$ cat src/fecp_cfg.svh
/*
  Constants for the flash and EEPROM command and protection logic:
  register offsets, field positions, command codes, reset values.
  Assumes it is included by bare name after fecp_pkg.sv is compiled.
*/
`ifndef FECP_CFG_SVH
`define FECP_CFG_SVH

// ----------------------------------------------------------------
// Register offsets (byte addresses on the plain register port)
// ----------------------------------------------------------------
`define FECP_OFF_STAT   4'h0
`define FECP_OFF_CMD    4'h1
`define FECP_OFF_IDX    4'h2
`define FECP_OFF_SLOTHI 4'h3
`define FECP_OFF_SLOTLO 4'h4
`define FECP_OFF_PPROT  4'h5
`define FECP_OFF_EPROT  4'h6
`define FECP_OFF_MODE   4'h7

// ----------------------------------------------------------------
// Status register bit positions
// ----------------------------------------------------------------
`define FECP_ST_CCF     7
`define FECP_ST_ACC     5
`define FECP_ST_PV      4
`define FECP_ST_MG1     1
`define FECP_ST_MG0     0

// ----------------------------------------------------------------
// Protection register fields
// ----------------------------------------------------------------
`define FECP_PP_OPEN    7
`define FECP_PP_HDIS    5
`define FECP_PP_LDIS    2
`define FECP_EP_OPEN    7
`define FECP_PP_RST     8'hFF
`define FECP_EP_RST     8'h80

// ----------------------------------------------------------------
// Command codes
// ----------------------------------------------------------------
`define FECP_CMD_EVSEC  8'h03
`define FECP_CMD_RDONCE 8'h04
`define FECP_CMD_ERALL  8'h08
`define FECP_CMD_ERBLK  8'h09
`define FECP_CMD_UNSEC  8'h0B
`define FECP_CMD_UMARG  8'h0D
`define FECP_CMD_FMARG  8'h0E
`define FECP_CMD_EVEE   8'h10
`define FECP_CMD_PGMEE  8'h11
`define FECP_CMD_ERSEC  8'h12

// ----------------------------------------------------------------
// Indices, addresses and timing
// ----------------------------------------------------------------
`define FECP_IDX_LAST2  3'h2
`define FECP_IDX_MAX    3'h5
`define FECP_PF_BANK    2'h3
`define FECP_LOW_BASE   18'h38000
`define FECP_HIGH_TOP   18'h3FFFF
`define FECP_CFG_ADDR   18'h3FF0D
`define FECP_BLOCK_SZ   19'h10000
`define FECP_ONCE_MAX   16'h0007
`define FECP_INIT_CYC   4'h3
`define FECP_EXEC_CYC   4'h4

`endif

$ cat src/fecp_pkg.sv
/*
  Types for the flash and EEPROM command and protection logic.
  Assumes nothing beyond a SystemVerilog compiler.
*/
package fecp_pkg;

  // ----------------------------------------------------------------
  // Controller state
  // ----------------------------------------------------------------
  typedef enum logic [1:0] {
    FECP_INIT = 2'b00,
    FECP_IDLE = 2'b01,
    FECP_EXEC = 2'b10
  } fecp_state_t;

  // Class of operation running on one array, for concurrency checks.
  typedef enum logic [2:0] {
    FECP_OP_NONE  = 3'b000,
    FECP_OP_READ  = 3'b001,
    FECP_OP_MREAD = 3'b010,
    FECP_OP_PROG  = 3'b011,
    FECP_OP_SERA  = 3'b100,
    FECP_OP_MASS  = 3'b101
  } fecp_op_t;

  // Whole module state, one register bank.
  typedef struct packed {
    fecp_state_t      st;
    logic [3:0]       cnt;
    logic             ccf;
    logic             acc;
    logic             pv;
    logic             mg1;
    logic             mg0;
    logic [7:0]       cmd;
    logic [2:0]       idx;
    logic [5:0][15:0] slot;
    logic [7:0]       pprot;
    logic [7:0]       eprot;
    logic             margin;
    logic [7:0]       rdata;
  } fecp_regs_t;

endpackage : fecp_pkg

$ cat src/fecp_core.sv
/*
  Command and protection logic of a program flash and data EEPROM
  controller. Holds status, command, parameter slots and protection
  registers behind a plain register port, and models command effects.
  Assumes a synchronous single-clock environment, an array interface
  outside that reports blank check and read error results, and a
  configuration byte presented in the first cycle after reset.
*/
// The implementer's own choices: the strobed register port and the address map.
`include "fecp_cfg.svh"
`timescale 1ns/1ps
`default_nettype none

module fecp_core #(
  parameter int EXEC_CYCLES = 4
) (
  input  wire logic        clk,
  input  wire logic        rstn,
  input  wire logic [3:0]  reg_addr,
  input  wire logic [7:0]  reg_wdata,
  input  wire logic        reg_wr,
  input  wire logic        reg_rd,
  output logic      [7:0]  reg_rdata,
  input  wire logic        special_mode,
  input  wire logic [7:0]  config_byte,
  input  wire logic        blank_fail,
  input  wire logic        read_err,
  input  wire logic        read_uncorr,
  input  wire logic [2:0]  pflash_op,
  input  wire logic [63:0] once_phrase,
  output logic      [2:0]  once_index,
  output logic             concurrency_ok,
  output logic             margin_active,
  output logic             busy
);

  // ----------------------------------------------------------------
  // Helper functions
  // ----------------------------------------------------------------

  // Scenario code from the protection register: open, high, low bits.
  function automatic logic [2:0] scen(input logic [7:0] p);
    scen = {p[`FECP_PP_OPEN], p[`FECP_PP_HDIS], p[`FECP_PP_LDIS]};
  endfunction : scen

  // Allowed transitions between scenarios in normal mode.
  function automatic logic scen_ok(input logic [2:0] f,
                                   input logic [2:0] t);
    case (f)
      3'h0:    scen_ok = (t <= 3'h3);
      3'h1:    scen_ok = (t == 3'h1) || (t == 3'h3);
      3'h2:    scen_ok = (t == 3'h2) || (t == 3'h3);
      3'h3:    scen_ok = (t == 3'h3);
      3'h4:    scen_ok = (t == 3'h3) || (t == 3'h4);
      3'h5:    scen_ok = (t >= 3'h2) && (t <= 3'h5);
      3'h6:    scen_ok = (t == 3'h1) || (t == 3'h3) ||
                         (t == 3'h4) || (t == 3'h6);
      default: scen_ok = 1'b1;
    endcase
  endfunction : scen_ok

  // EEPROM operation class of a command code.
  function automatic fecp_pkg::fecp_op_t ee_op(input logic [7:0] c,
                                               input logic m);
    case (c)
      `FECP_CMD_ERALL, `FECP_CMD_ERBLK,
      `FECP_CMD_UNSEC: ee_op = fecp_pkg::FECP_OP_MASS;
      `FECP_CMD_PGMEE: ee_op = fecp_pkg::FECP_OP_PROG;
      `FECP_CMD_ERSEC: ee_op = fecp_pkg::FECP_OP_SERA;
      `FECP_CMD_EVEE:  ee_op = m ? fecp_pkg::FECP_OP_MREAD
                                 : fecp_pkg::FECP_OP_READ;
      default:         ee_op = fecp_pkg::FECP_OP_NONE;
    endcase
  endfunction : ee_op

  // ----------------------------------------------------------------
  // State and decode
  // ----------------------------------------------------------------
  fecp_pkg::fecp_regs_t r_q;   // Registered state.
  fecp_pkg::fecp_regs_t r_d;   // Next state.
  logic                 wr_ok; // Writes allowed now.
  logic [17:0]          gaddr; // Section start address.
  logic [18:0]          gend;  // Section end (exclusive).
  logic                 ev_bad;
  logic [7:0]           ep_new;
  fecp_pkg::fecp_op_t   eop;

  // Writes land when idle or during init, never while a command executes.
  assign wr_ok = (r_q.st != fecp_pkg::FECP_EXEC);

  // Section verify address from slots 0 and 1, range inside block.
  assign gaddr = {r_q.slot[0][1:0], r_q.slot[1]};
  assign gend  = {1'b0, gaddr} + {r_q.slot[2], 3'h0};
  assign ev_bad = (r_q.idx != `FECP_IDX_LAST2) ||
                  (r_q.slot[0][1:0] != `FECP_PF_BANK) ||
                  (gaddr[2:0] != 3'h0) ||
                  (gend > ({1'b0, `FECP_HIGH_TOP} + 19'h1));

  // Concurrency: program flash read alongside EEPROM margin read,
  // program or sector erase; or mass erase alongside mass erase.
  assign eop = (r_q.st == fecp_pkg::FECP_EXEC)
             ? ee_op(r_q.cmd, r_q.margin) : fecp_pkg::FECP_OP_NONE;
  always_comb begin
    concurrency_ok = 1'b1;
    if ((pflash_op != fecp_pkg::FECP_OP_NONE) &&
        (eop != fecp_pkg::FECP_OP_NONE)) begin
      concurrency_ok =
        ((pflash_op == fecp_pkg::FECP_OP_READ) &&
         ((eop == fecp_pkg::FECP_OP_MREAD) ||
          (eop == fecp_pkg::FECP_OP_PROG) ||
          (eop == fecp_pkg::FECP_OP_SERA))) ||
        ((pflash_op == fecp_pkg::FECP_OP_MASS) &&
         (eop == fecp_pkg::FECP_OP_MASS));
    end
  end

  // ----------------------------------------------------------------
  // Next-state logic
  // ----------------------------------------------------------------

  // All register writes, launch, command execution and reads.
  always_comb begin
    r_d       = r_q;
    r_d.rdata = 8'h00;
    ep_new    = reg_wdata;
    // Init loads the protection byte once, on its first cycle, so that
    // a software write made later in init is not overwritten.
    if (r_q.st == fecp_pkg::FECP_INIT) begin
      if (r_q.cnt == 4'h0) begin
        r_d.eprot = config_byte;
      end
      r_d.cnt = r_q.cnt + 4'h1;
      if (r_q.cnt == `FECP_INIT_CYC) begin
        r_d.st  = fecp_pkg::FECP_IDLE;
        r_d.ccf = 1'b1;
      end
    end
    case (r_q.st)
      fecp_pkg::FECP_EXEC: begin
        r_d.cnt = r_q.cnt + 4'h1;
        if (r_q.cnt == EXEC_CYCLES[3:0]) begin
          r_d.st  = fecp_pkg::FECP_IDLE;
          r_d.ccf = 1'b1;
          r_d.cnt = 4'h0;
          case (r_q.cmd)
            `FECP_CMD_EVSEC, `FECP_CMD_EVEE: begin
              // Dirty section sets both; read faults split.
              r_d.mg1 = blank_fail | read_err;
              r_d.mg0 = blank_fail | read_uncorr;
            end
            `FECP_CMD_UNSEC: begin
              // Erase then verify everything is blank.
              r_d.mg1 = blank_fail;
              r_d.mg0 = blank_fail;
            end
            `FECP_CMD_RDONCE: begin
              // Four result words into slots 2 to 5.
              for (int i = 0; i < 4; i++) begin
                r_d.slot[i + 2] = once_phrase[i * 16 +: 16];
              end
            end
            `FECP_CMD_UMARG, `FECP_CMD_FMARG: begin
              // Non-zero level makes later reads margin reads.
              r_d.margin = (r_q.slot[1] != 16'h0000);
            end
            default: begin
              r_d.mg1 = 1'b0;
            end
          endcase
        end
      end
      default: begin
        // Idle or init: accept software writes.
        if (reg_wr && wr_ok) begin
          case (reg_addr)
            `FECP_OFF_STAT: begin
              // Write one clears errors; clearing CCF launches.
              if (reg_wdata[`FECP_ST_ACC]) r_d.acc = 1'b0;
              if (reg_wdata[`FECP_ST_PV])  r_d.pv  = 1'b0;
              // Launch needs the completion flag up, so a status write
              // made during init clears errors but never launches.
              if (reg_wdata[`FECP_ST_CCF] && r_q.ccf &&
                  !r_q.acc && !r_q.pv) begin
                r_d.mg1 = 1'b0;
                r_d.mg0 = 1'b0;
                r_d.cnt = 4'h0;
                r_d.st  = fecp_pkg::FECP_EXEC;
                r_d.ccf = 1'b0;
                case (r_q.cmd)
                  `FECP_CMD_EVSEC: begin
                    if (ev_bad) begin
                      r_d.acc = 1'b1;
                      r_d.st  = fecp_pkg::FECP_IDLE;
                      r_d.ccf = 1'b1;
                    end
                  end
                  `FECP_CMD_RDONCE: begin
                    if (r_q.slot[1] > `FECP_ONCE_MAX) begin
                      r_d.acc = 1'b1;
                      r_d.st  = fecp_pkg::FECP_IDLE;
                      r_d.ccf = 1'b1;
                    end
                  end
                  `FECP_CMD_ERALL, `FECP_CMD_UNSEC: begin
                    if (r_q.cmd == `FECP_CMD_ERALL &&
                        !(r_q.pprot[`FECP_PP_LDIS] &&
                          r_q.pprot[`FECP_PP_HDIS] &&
                          r_q.pprot[`FECP_PP_OPEN] &&
                          r_q.eprot[`FECP_EP_OPEN])) begin
                      r_d.pv  = 1'b1;
                      r_d.st  = fecp_pkg::FECP_IDLE;
                      r_d.ccf = 1'b1;
                    end
                  end
                  `FECP_CMD_ERBLK: begin
                    // EEPROM block (any bank but 3) needs the open bit.
                    if (r_q.slot[0][1:0] != `FECP_PF_BANK &&
                        !r_q.eprot[`FECP_EP_OPEN]) begin
                      r_d.pv  = 1'b1;
                      r_d.st  = fecp_pkg::FECP_IDLE;
                      r_d.ccf = 1'b1;
                    end
                  end
                  `FECP_CMD_FMARG: begin
                    if (!special_mode) begin
                      r_d.acc = 1'b1;
                      r_d.st  = fecp_pkg::FECP_IDLE;
                      r_d.ccf = 1'b1;
                    end
                  end
                  `FECP_CMD_UMARG, `FECP_CMD_EVEE,
                  `FECP_CMD_PGMEE, `FECP_CMD_ERSEC: begin
                    r_d.st = fecp_pkg::FECP_EXEC;
                  end
                  default: begin
                    // Unknown command code is an access error.
                    r_d.acc = 1'b1;
                    r_d.st  = fecp_pkg::FECP_IDLE;
                    r_d.ccf = 1'b1;
                  end
                endcase
              end
            end
            `FECP_OFF_CMD:    r_d.cmd = reg_wdata;
            `FECP_OFF_IDX:    r_d.idx = reg_wdata[2:0];
            `FECP_OFF_SLOTHI: begin
              if (r_q.idx <= `FECP_IDX_MAX)
                r_d.slot[r_q.idx][15:8] = reg_wdata;
            end
            `FECP_OFF_SLOTLO: begin
              if (r_q.idx <= `FECP_IDX_MAX)
                r_d.slot[r_q.idx][7:0] = reg_wdata;
            end
            `FECP_OFF_PPROT: begin
              // Normal mode: only listed scenario moves apply.
              if (special_mode ||
                  scen_ok(scen(r_q.pprot), scen(reg_wdata)))
                r_d.pprot = reg_wdata;
            end
            `FECP_OFF_EPROT: begin
              // Open may only drop; size only grows while closed.
              if (special_mode) begin
                r_d.eprot = ep_new;
              end else if (!(ep_new[`FECP_EP_OPEN] &&
                             !r_q.eprot[`FECP_EP_OPEN]) &&
                           (r_q.eprot[`FECP_EP_OPEN] ||
                            ep_new[6:0] > r_q.eprot[6:0])) begin
                r_d.eprot = ep_new;
              end
            end
            default: begin
              r_d.cmd = r_q.cmd;
            end
          endcase
        end
      end
    endcase
    // Read data stands in the following cycle.
    if (reg_rd) begin
      case (reg_addr)
        `FECP_OFF_STAT: r_d.rdata = {r_q.ccf, 1'b0, r_q.acc, r_q.pv,
                                     2'b00, r_q.mg1, r_q.mg0};
        `FECP_OFF_CMD:    r_d.rdata = r_q.cmd;
        `FECP_OFF_IDX:    r_d.rdata = {5'h00, r_q.idx};
        `FECP_OFF_SLOTHI: r_d.rdata = (r_q.idx <= `FECP_IDX_MAX)
                                      ? r_q.slot[r_q.idx][15:8] : 8'h00;
        `FECP_OFF_SLOTLO: r_d.rdata = (r_q.idx <= `FECP_IDX_MAX)
                                      ? r_q.slot[r_q.idx][7:0] : 8'h00;
        `FECP_OFF_PPROT:  r_d.rdata = r_q.pprot;
        `FECP_OFF_EPROT:  r_d.rdata = r_q.eprot;
        `FECP_OFF_MODE:   r_d.rdata = {7'h00, r_q.margin};
        default:          r_d.rdata = 8'h00;
      endcase
    end
  end

  // ----------------------------------------------------------------
  // State register
  // ----------------------------------------------------------------

  // Asynchronous reset to constants; EEPROM protection reloads in init.
  always_ff @(posedge clk or negedge rstn) begin
    if (!rstn) begin
      r_q       <= '0;
      r_q.st    <= fecp_pkg::FECP_INIT;
      r_q.pprot <= `FECP_PP_RST;
      r_q.eprot <= `FECP_EP_RST;
    end else begin
      r_q <= r_d;
    end
  end

  // Outputs other than concurrency_ok come straight from the state register.
  assign reg_rdata     = r_q.rdata;
  assign once_index    = r_q.slot[1][2:0];
  assign margin_active = r_q.margin;
  assign busy          = !r_q.ccf;

endmodule : fecp_core

`default_nettype wire

$ cat config.mk
export PLATFORM = sky130hd
export DESIGN_NAME = fecp_core
export DESIGN_NICKNAME = d
export VERILOG_FILES = /design/src/fecp_pkg.sv /design/src/fecp_core.sv
export VERILOG_INCLUDE_DIRS = /design/src
export SDC_FILE = /design/constraint.sdc
export NUM_CORES = 1
export LEC_CHECK = 0
export BUFFER_PORTS_ARGS = -buffer_cell sky130_fd_sc_hd__buf_2
export CAP_MARGIN = 20
export CELL_PAD_IN_SITES_DETAIL_PLACEMENT = 0
export CELL_PAD_IN_SITES_GLOBAL_PLACEMENT = 1
export CORE_MARGIN = 1.5
export CORE_UTILIZATION = 45
export DETAILED_ROUTE_END_ITERATION = 7
export GPL_TIMING_DRIVEN = 0
export HOLD_SLACK_MARGIN = 0.05
export PLACE_DENSITY_LB_ADDON = 0.1
export SLEW_MARGIN = 10
export SYNTH_ARGS = -nofsm -noshare
export SYNTH_HDL_FRONTEND = slang
export SYNTH_SLANG_ARGS = --single-unit
$ cat constraint.sdc
create_clock -name clk -period 3.5 [get_ports clk]
set_input_delay 0.35 -clock clk [delete_from_list [all_inputs] [get_ports clk]]
set_output_delay 0.35 -clock clk [all_outputs]
set_load 0.1 [all_outputs]
==> results of run 1 <==
-- registers in the layout, summed over array words and instances, names as in the netlist --
signal and cells:
margin_active 1, once_index 3, gaddr 15, reg_rdata 8
r_q 116
-- layer usage --
metal,vias up,share of wire (%),GRT usage [%]
li1,3838,-,-
met1,3986,46,44.1
met2,324,46,49.0
met3,32,6.8,5.32
met4,0,1.8,8.84
met5,-,0,0
-- synth_stat cells (9+ instances only) --
cell type,number,area share (%)
dfstp_2,9,2.7
a22oi_1,70,6.0
nand3_1,12,0.69
o22ai_1,20,1.4
nor3_1,33,1.9
a211oi_1,10,0.86
o21ai_0,91,5.2
nand2_1,128,5.5
ha_1,25,3.6
inv_1,21,0.91
a21oi_1,41,2.4
o21ai_1,18,1.0
clkbuf_1,39,1.7
mux2i_1,28,3.2
buf_2,17,0.98
a31oi_1,9,0.65
nor2_1,54,2.3
dfrtp_1,134,39
mux2_2,40,5.2
o211ai_1,17,1.5
nor2b_1,10,0.72
buf_4,11,0.95
nand2b_1,9,0.65
-- kinds of logic after synthesis --
family                   share of synthesized area [%]
AO/OA/AOI/OAI                                     24.6
XOR/XNOR                                         0.905
adder cells (fa/ha/maj)                           3.82
buffers and inverters                             4.81
flip-flops                                        41.2
multiplexers                                      8.39
AND/OR/NAND/NOR                                   16.2
-- what timing repair did --
item                                    CTS  global route
endpoints found under the hold margin    38             0
endpoints found under the setup margin    0             1
gates resized for setup                   0             2
hold buffers                              1             0
-- layout make-up --
type,instances,area [sq um],share of cell area (%)
flip-flops and latches,143,3590,34.9
repair buffers,108,578,5.62
inverters,21,78.8,0.767
well taps,260,325,3.17
multi-input cells,732,4710,45.8
clock buffers,20,447,4.35
clock inverters,12,209,2.03
plain buffers,72,342,3.32
-- where the power goes --
group,internal [mW],switching [mW]
logic,0.635,1.03
clock network,1.29,0.747
registers,1.94,0.298
total,3.86,2.07
-- placed cells by master (no fill, tap or decap), types with 4 or more instances in the layout --
cell	count
xor2_1	4
buf_2	122
clkbuf_16	17
or3_1	6
nand4_1	4
clkinv_4	4
dfstp_2	9
bufinv_16	5
nor4_1	5
a22oi_1	70
a21o_1	6
nor3_1	33
nor2_1	54
o21ai_1	18
o22ai_1	20
buf_1	4
nor2b_1	10
nand2_1	128
and2_1	5
a221oi_1	6
xnor2_1	5
a31oi_1	9
buf_4	11
ha_1	25
and3_1	6
nand3_1	12
o21ai_0	91
nand2b_1	9
mux2_2	40
mux2i_1	28
inv_1	21
o31ai_1	6
a21oi_1	41
clkbuf_1	40
o21a_1	8
a211oi_1	10
o211ai_1	17
dfrtp_1	133
-- critical path, delay by kind of cell, from the launching register on --
kind / cells / cell delay, ns
AND/OR/NAND/NOR: 4 / 0.87
AO/OA/AOI/OAI: 3 / 0.74
flip-flops: 1 / 0.45
buffers and inverters: 1 / 0.45
-- worst min-delay path by stage --
stage / startpoint / to / slack, ns / cells after the start
global placement: r_q[32] / r_q[32] / 0.46 / 2
detailed placement: rstn / r_q[64] / 0.25 / 1
CTS: once_phrase[55] / r_q[112] / 0.20 / 3
global route: once_phrase[55] / r_q[112] / 0.22 / 3
floorplan: rstn / gaddr[10] / 0.05 / 0
finish: once_phrase[51] / r_q[108] / 0.21 / 3
==> impl_metrics.env, run 1 <==
export IMPL_hold_ws_ns=0.208
export IMPL_grt_setup_unrepaired="no"
export IMPL_vias=8180
export IMPL_area_growth_syn_to_layout_pct=18.0
export IMPL_cp_end_kind="output pin"
export IMPL_clock_sinks=143
export IMPL_clock_skew_ns=0.0128
export IMPL_clkLatencyLatePin_ns=0.43
export IMPL_start_kind="flop"
export IMPL_fin_nets=1216
export IMPL_fin_cells=1368
export IMPL_fill_cells=1810
export IMPL_crit_path_cell_trace="nor4_4 > nor2b_1 > and2_1 > nand2_1 > a221oi_1 > a41oi_1 > o211ai_1 > buf_2"
export IMPL_post_cts_setup_buffers=0
export IMPL_port_buffers=106
export IMPL_cts_made_buffers=17
export IMPL_ys_types=74
export IMPL_ys_ff_latch=143
export IMPL_cts_max_level=4
export IMPL_reg2reg_depth=10
export IMPL_netlist_instances=968
export IMPL_path_clk_slew_ns=0.07
export IMPL_synth_nets=1089
export IMPL_routed_wl_mm=30.2
export IMPL_grt_max_degree=106
export IMPL_die_w_um=142
export IMPL_drv_slew=0
export IMPL_root_buffer="clkbuf_16"
export IMPL_placedCellCount=1335
export IMPL_synth_flop_cell="dfrtp_1"
export IMPL_peakVddDrop_mv=0.322
export IMPL_timing_rr_start="gaddr[10]"
export IMPL_avgSynthCellArea_sq_um=8.99
export IMPL_ys_seq_area_share_pct=41.2
export IMPL_hold_path_class="primary input to flop"
export IMPL_grt_pass1_wl_mm=46.4
export IMPL_start_util_pct=46.2
export IMPL_reg2reg_slack_ns=0.65
export IMPL_crit_path_start="r_q[128]"
export IMPL_slowest_stage="dfrtp_1"
export IMPL_max_freq_mhz=304
export IMPL_slew_limit_headroom_pct=23.5
export IMPL_hold_viol=0
export IMPL_cp_max_fo=5
export IMPL_core_rowCount=50
export IMPL_post_place_ws_ns=0.650
export IMPL_dieHeight_um=142
export IMPL_drt_wirelength_per_cell_um=22.1
export IMPL_tns_ns=0
export IMPL_status="finished, final reports clean"
export IMPL_async_flop_share_pct=100
export IMPL_die_area_sq_um=20200
export IMPL_grt_pass1_vias=7858
export IMPL_grt_usage_pct=31.1
export IMPL_required_ns=3.15
export IMPL_grt_overflow=0
export IMPL_cap_violations=0
export IMPL_clockBufferDepth=2
export IMPL_dr_pass1_iters=5
export IMPL_place_area_sq_um=9610
export IMPL_yosysWarnings=0
export IMPL_synth_edf_count=0
export IMPL_core_sq_um=18800
export IMPL_finalCriticalPeriod_ns=3.28
export IMPL_antenna_cells=0
export IMPL_antenna_found_initial=0
export IMPL_io_pins=109
export IMPL_cp_arrival_ns=2.93
export IMPL_worst_pin_slew_ns=1.14
export IMPL_dp_hpwl_mm=22.4
export IMPL_critPathCapture="concurrency_ok"
export IMPL_setup_viol=0
export IMPL_vias_per_cell=5.98
export IMPL_power_mw=5.94
export IMPL_drc=0
export IMPL_fin_ws_ns=0.215
export IMPL_finalWeightedCongestion=0.919
export IMPL_reg2reg_to="r_q[135]"
export IMPL_synth_area_sq_um=8710
export IMPL_finalCritPeriodShare_pct=93.8
export IMPL_postLayoutCoreUtil_pct=54.6
export IMPL_max_stage_delay_ns=0.45
export IMPL_drt_initial_drc_count=664
export IMPL_leakage_nw=4.36
export IMPL_cts_tree="done"
export IMPL_finalInstanceArea_sq_um=10300
export IMPL_ant_nets=0
export IMPL_p_per_area_nw_per_um2=578
export IMPL_crit_type="flop to output pin"
export IMPL_drive_above_1_share_pct=21.4
No activity file was read; power rests on OpenSTA's default activity.
==> run 2: changes to the inputs <==
--- a/config.mk
+++ b/config.mk
@@ -6,16 +6,16 @@
 export SDC_FILE = /design/constraint.sdc
 export NUM_CORES = 1
 export LEC_CHECK = 0
-export BUFFER_PORTS_ARGS = -buffer_cell sky130_fd_sc_hd__buf_2
 export CAP_MARGIN = 20
 export CELL_PAD_IN_SITES_DETAIL_PLACEMENT = 0
 export CELL_PAD_IN_SITES_GLOBAL_PLACEMENT = 1
 export CORE_MARGIN = 1.5
-export CORE_UTILIZATION = 45
+export CORE_UTILIZATION = 49
 export DETAILED_ROUTE_END_ITERATION = 7
+export DONT_BUFFER_PORTS = 1
 export GPL_TIMING_DRIVEN = 0
 export HOLD_SLACK_MARGIN = 0.05
-export PLACE_DENSITY_LB_ADDON = 0.1
+export PLACE_DENSITY = 0.89
 export SLEW_MARGIN = 10
 export SYNTH_ARGS = -nofsm -noshare
 export SYNTH_HDL_FRONTEND = slang
==> impl_metrics.env, run 2 (synthesis gave the netlist of run 1 again) <==
export IMPL_status="complete, but fails checks"
export IMPL_violations="negative hold slack"
export IMPL_root_buffer="clkbuf_16"
export IMPL_cp_max_fo=4
export IMPL_grt_pass1_wl_mm=43.6
export IMPL_grt_pass1_vias=7425
export IMPL_worst_pin_slew_ns=0.999
export IMPL_peakVddDrop_mv=0.355
export IMPL_fin_nets=1109
export IMPL_cts_made_buffers=17
export IMPL_drive_above_1_share_pct=12.9
export IMPL_layout_commonest_cell="dfrtp_1"
export IMPL_leakage_nw=3.88
export IMPL_hold_path_class="primary input to asynchronous set/reset pin"
export IMPL_cp_arrival_ns=2.86
export IMPL_grt_usage_pct=31.8
export IMPL_regMostFlops="r_q"
export IMPL_area_growth_syn_to_layout_pct=10.3
export IMPL_finalCriticalPeriod_ns=3.21
export IMPL_largest_reg_flops=116
export IMPL_drv_slew=0
export IMPL_antenna_found_initial=0
export IMPL_vias_per_cell=6.40
export IMPL_path_clk_slew_ns=0.06
export IMPL_fin_ws_ns=0.289
export IMPL_port_buffers=0
export IMPL_io_pins=109
export IMPL_routed_wl_mm=28.4
export IMPL_required_ns=3.15
export IMPL_cts_max_level=4
export IMPL_vias=7845
export IMPL_start_util_pct=50.2
export IMPL_cts_tree="done"
export IMPL_ant_nets=0
export IMPL_clkLatencyLatePin_ns=0.43
export IMPL_post_cts_resized=0
export IMPL_core_rowCount=48
export IMPL_grt_overflow=0
export IMPL_finalWeightedCongestion=0.963
export IMPL_cap_violations=0
export IMPL_tns_ns=0
export IMPL_p_sw_share_pct=34.8
export IMPL_setup_viol=0
export IMPL_drt_wirelength_per_cell_um=23.2
export IMPL_pwr_share_seq_pct=39.7
export IMPL_dr_pass1_iters=5
export IMPL_finalCritPeriodShare_pct=91.8
export IMPL_postLayoutCoreUtil_pct=55.3
export IMPL_clock_skew_ns=0.0140
export IMPL_power_mw=5.61
export IMPL_hold_viol=143
export IMPL_slew_limit_headroom_pct=33.0
export IMPL_drt_initial_drc_count=739
export IMPL_clock_sinks=143
export IMPL_die_area_sq_um=18600
export IMPL_grt_setup_unrepaired="no"
export IMPL_p_per_area_nw_per_um2=584
export IMPL_start_kind="flop"
export IMPL_clkPwrFrac_pct=32.8
export IMPL_hold_ws_ns=-0.378
export IMPL_drc=0
export IMPL_multi_input_area_sq_um=4710
export IMPL_fill_cells=1586
export IMPL_dp_hpwl_mm=20.8
export IMPL_die_w_um=136
export IMPL_intPower_mw=3.66
export IMPL_clockBufferDepth=2
export IMPL_regArea_sq_um=3590
export IMPL_grt_max_degree=144
export IMPL_cp_end_kind="output pin"
export IMPL_crit_type="flop to output pin"
export IMPL_final_cell_mix="dfrtp_1, nand2_1, o21ai_0"
export IMPL_p_comb_share_pct=27.5
export IMPL_max_freq_mhz=311
export IMPL_core_sq_um=17400
export IMPL_dieHeight_um=136
export IMPL_antenna_cells=0
export IMPL_post_place_ws_ns=0.625
export IMPL_power_switching_mw=1.95
run 2: final cells by class:
class / count / area share, %
Buffer: 72 / 3.54
Clock buffer: 21 / 4.69
Clock inverter: 11 / 1.48
Inverter: 21 / 0.821
Multi-Input combinational cell: 732 / 49.0
Sequential cell: 143 / 37.4
Tap cell: 225 / 2.93
Timing Repair Buffer: 1 / 0.156
run 2: per-layer routing:
| layer | part of all wire [%] | vias up | GRT usage, % | wire [um] |
|---|---|---|---|---|
| li1 | - | 3611 | - | - |
| met1 | 43 | 3831 | 43.6 | 12300 |
| met2 | 47 | 334 | 50.1 | 13300 |
| met3 | 7.2 | 69 | 5.56 | 2050 |
| met4 | 2.6 | 0 | 12.4 | 751 |
| met5 | 0 | - | 0 | 0 |
run 2: worst paths after layout:
path                               from  slack (ns)             end  depth (start not counted)
max                            r_q[129]        0.29  concurrency_ok                         10
min                                rstn       -0.38         r_q[72]                          0
max reg2reg                    gaddr[3]        0.61        r_q[135]                         11
min reg2reg                    r_q[114]        0.48        r_q[114]                          2
max in group asynchronous          rstn        3.52         r_q[21]                          0
min in group clk           reg_wdata[3]        0.11        r_q[108]                          2
run 2: what timing repair did:
item,CTS,global route
endpoints found under the setup margin,0,0
endpoints found under the hold margin,143,143
buffers inserted,0,0
run 2: stage by stage:
| step | instance area (sq um) | std cells |
|---|---|---|
| detailed placement | 9010 | 1194 |
| finish | 9610 | 1226 |
| CTS | 9610 | 1226 |
| floorplan | 8720 | 968 |
| global route | 9610 | 1226 |
| global placement | 9000 | 1193 |
run 2: power by group through the flow:
stage               Combinational (mW)  Sequential (mW)  Clock, mW
floorplan                         1.18             2.13          0
global placement                  1.49             2.23          0
finish                            1.54             2.23       1.84
detailed placement                1.51             2.24          0
CTS                               1.52             2.21       1.85
global route                      1.69             2.25       1.92
run 2: critical path, cell delays in order, from the launching register on:
cell,delay [ns]
dfrtp_1,0.45
nor4_4,0.40
nor2b_1,0.20
and2_1,0.20
nand2_1,0.09
a221oi_1,0.41
o31a_1,0.18
nor2_1,0.04
a41oi_1,0.14
o211ai_1,0.15
buf_8,0.20
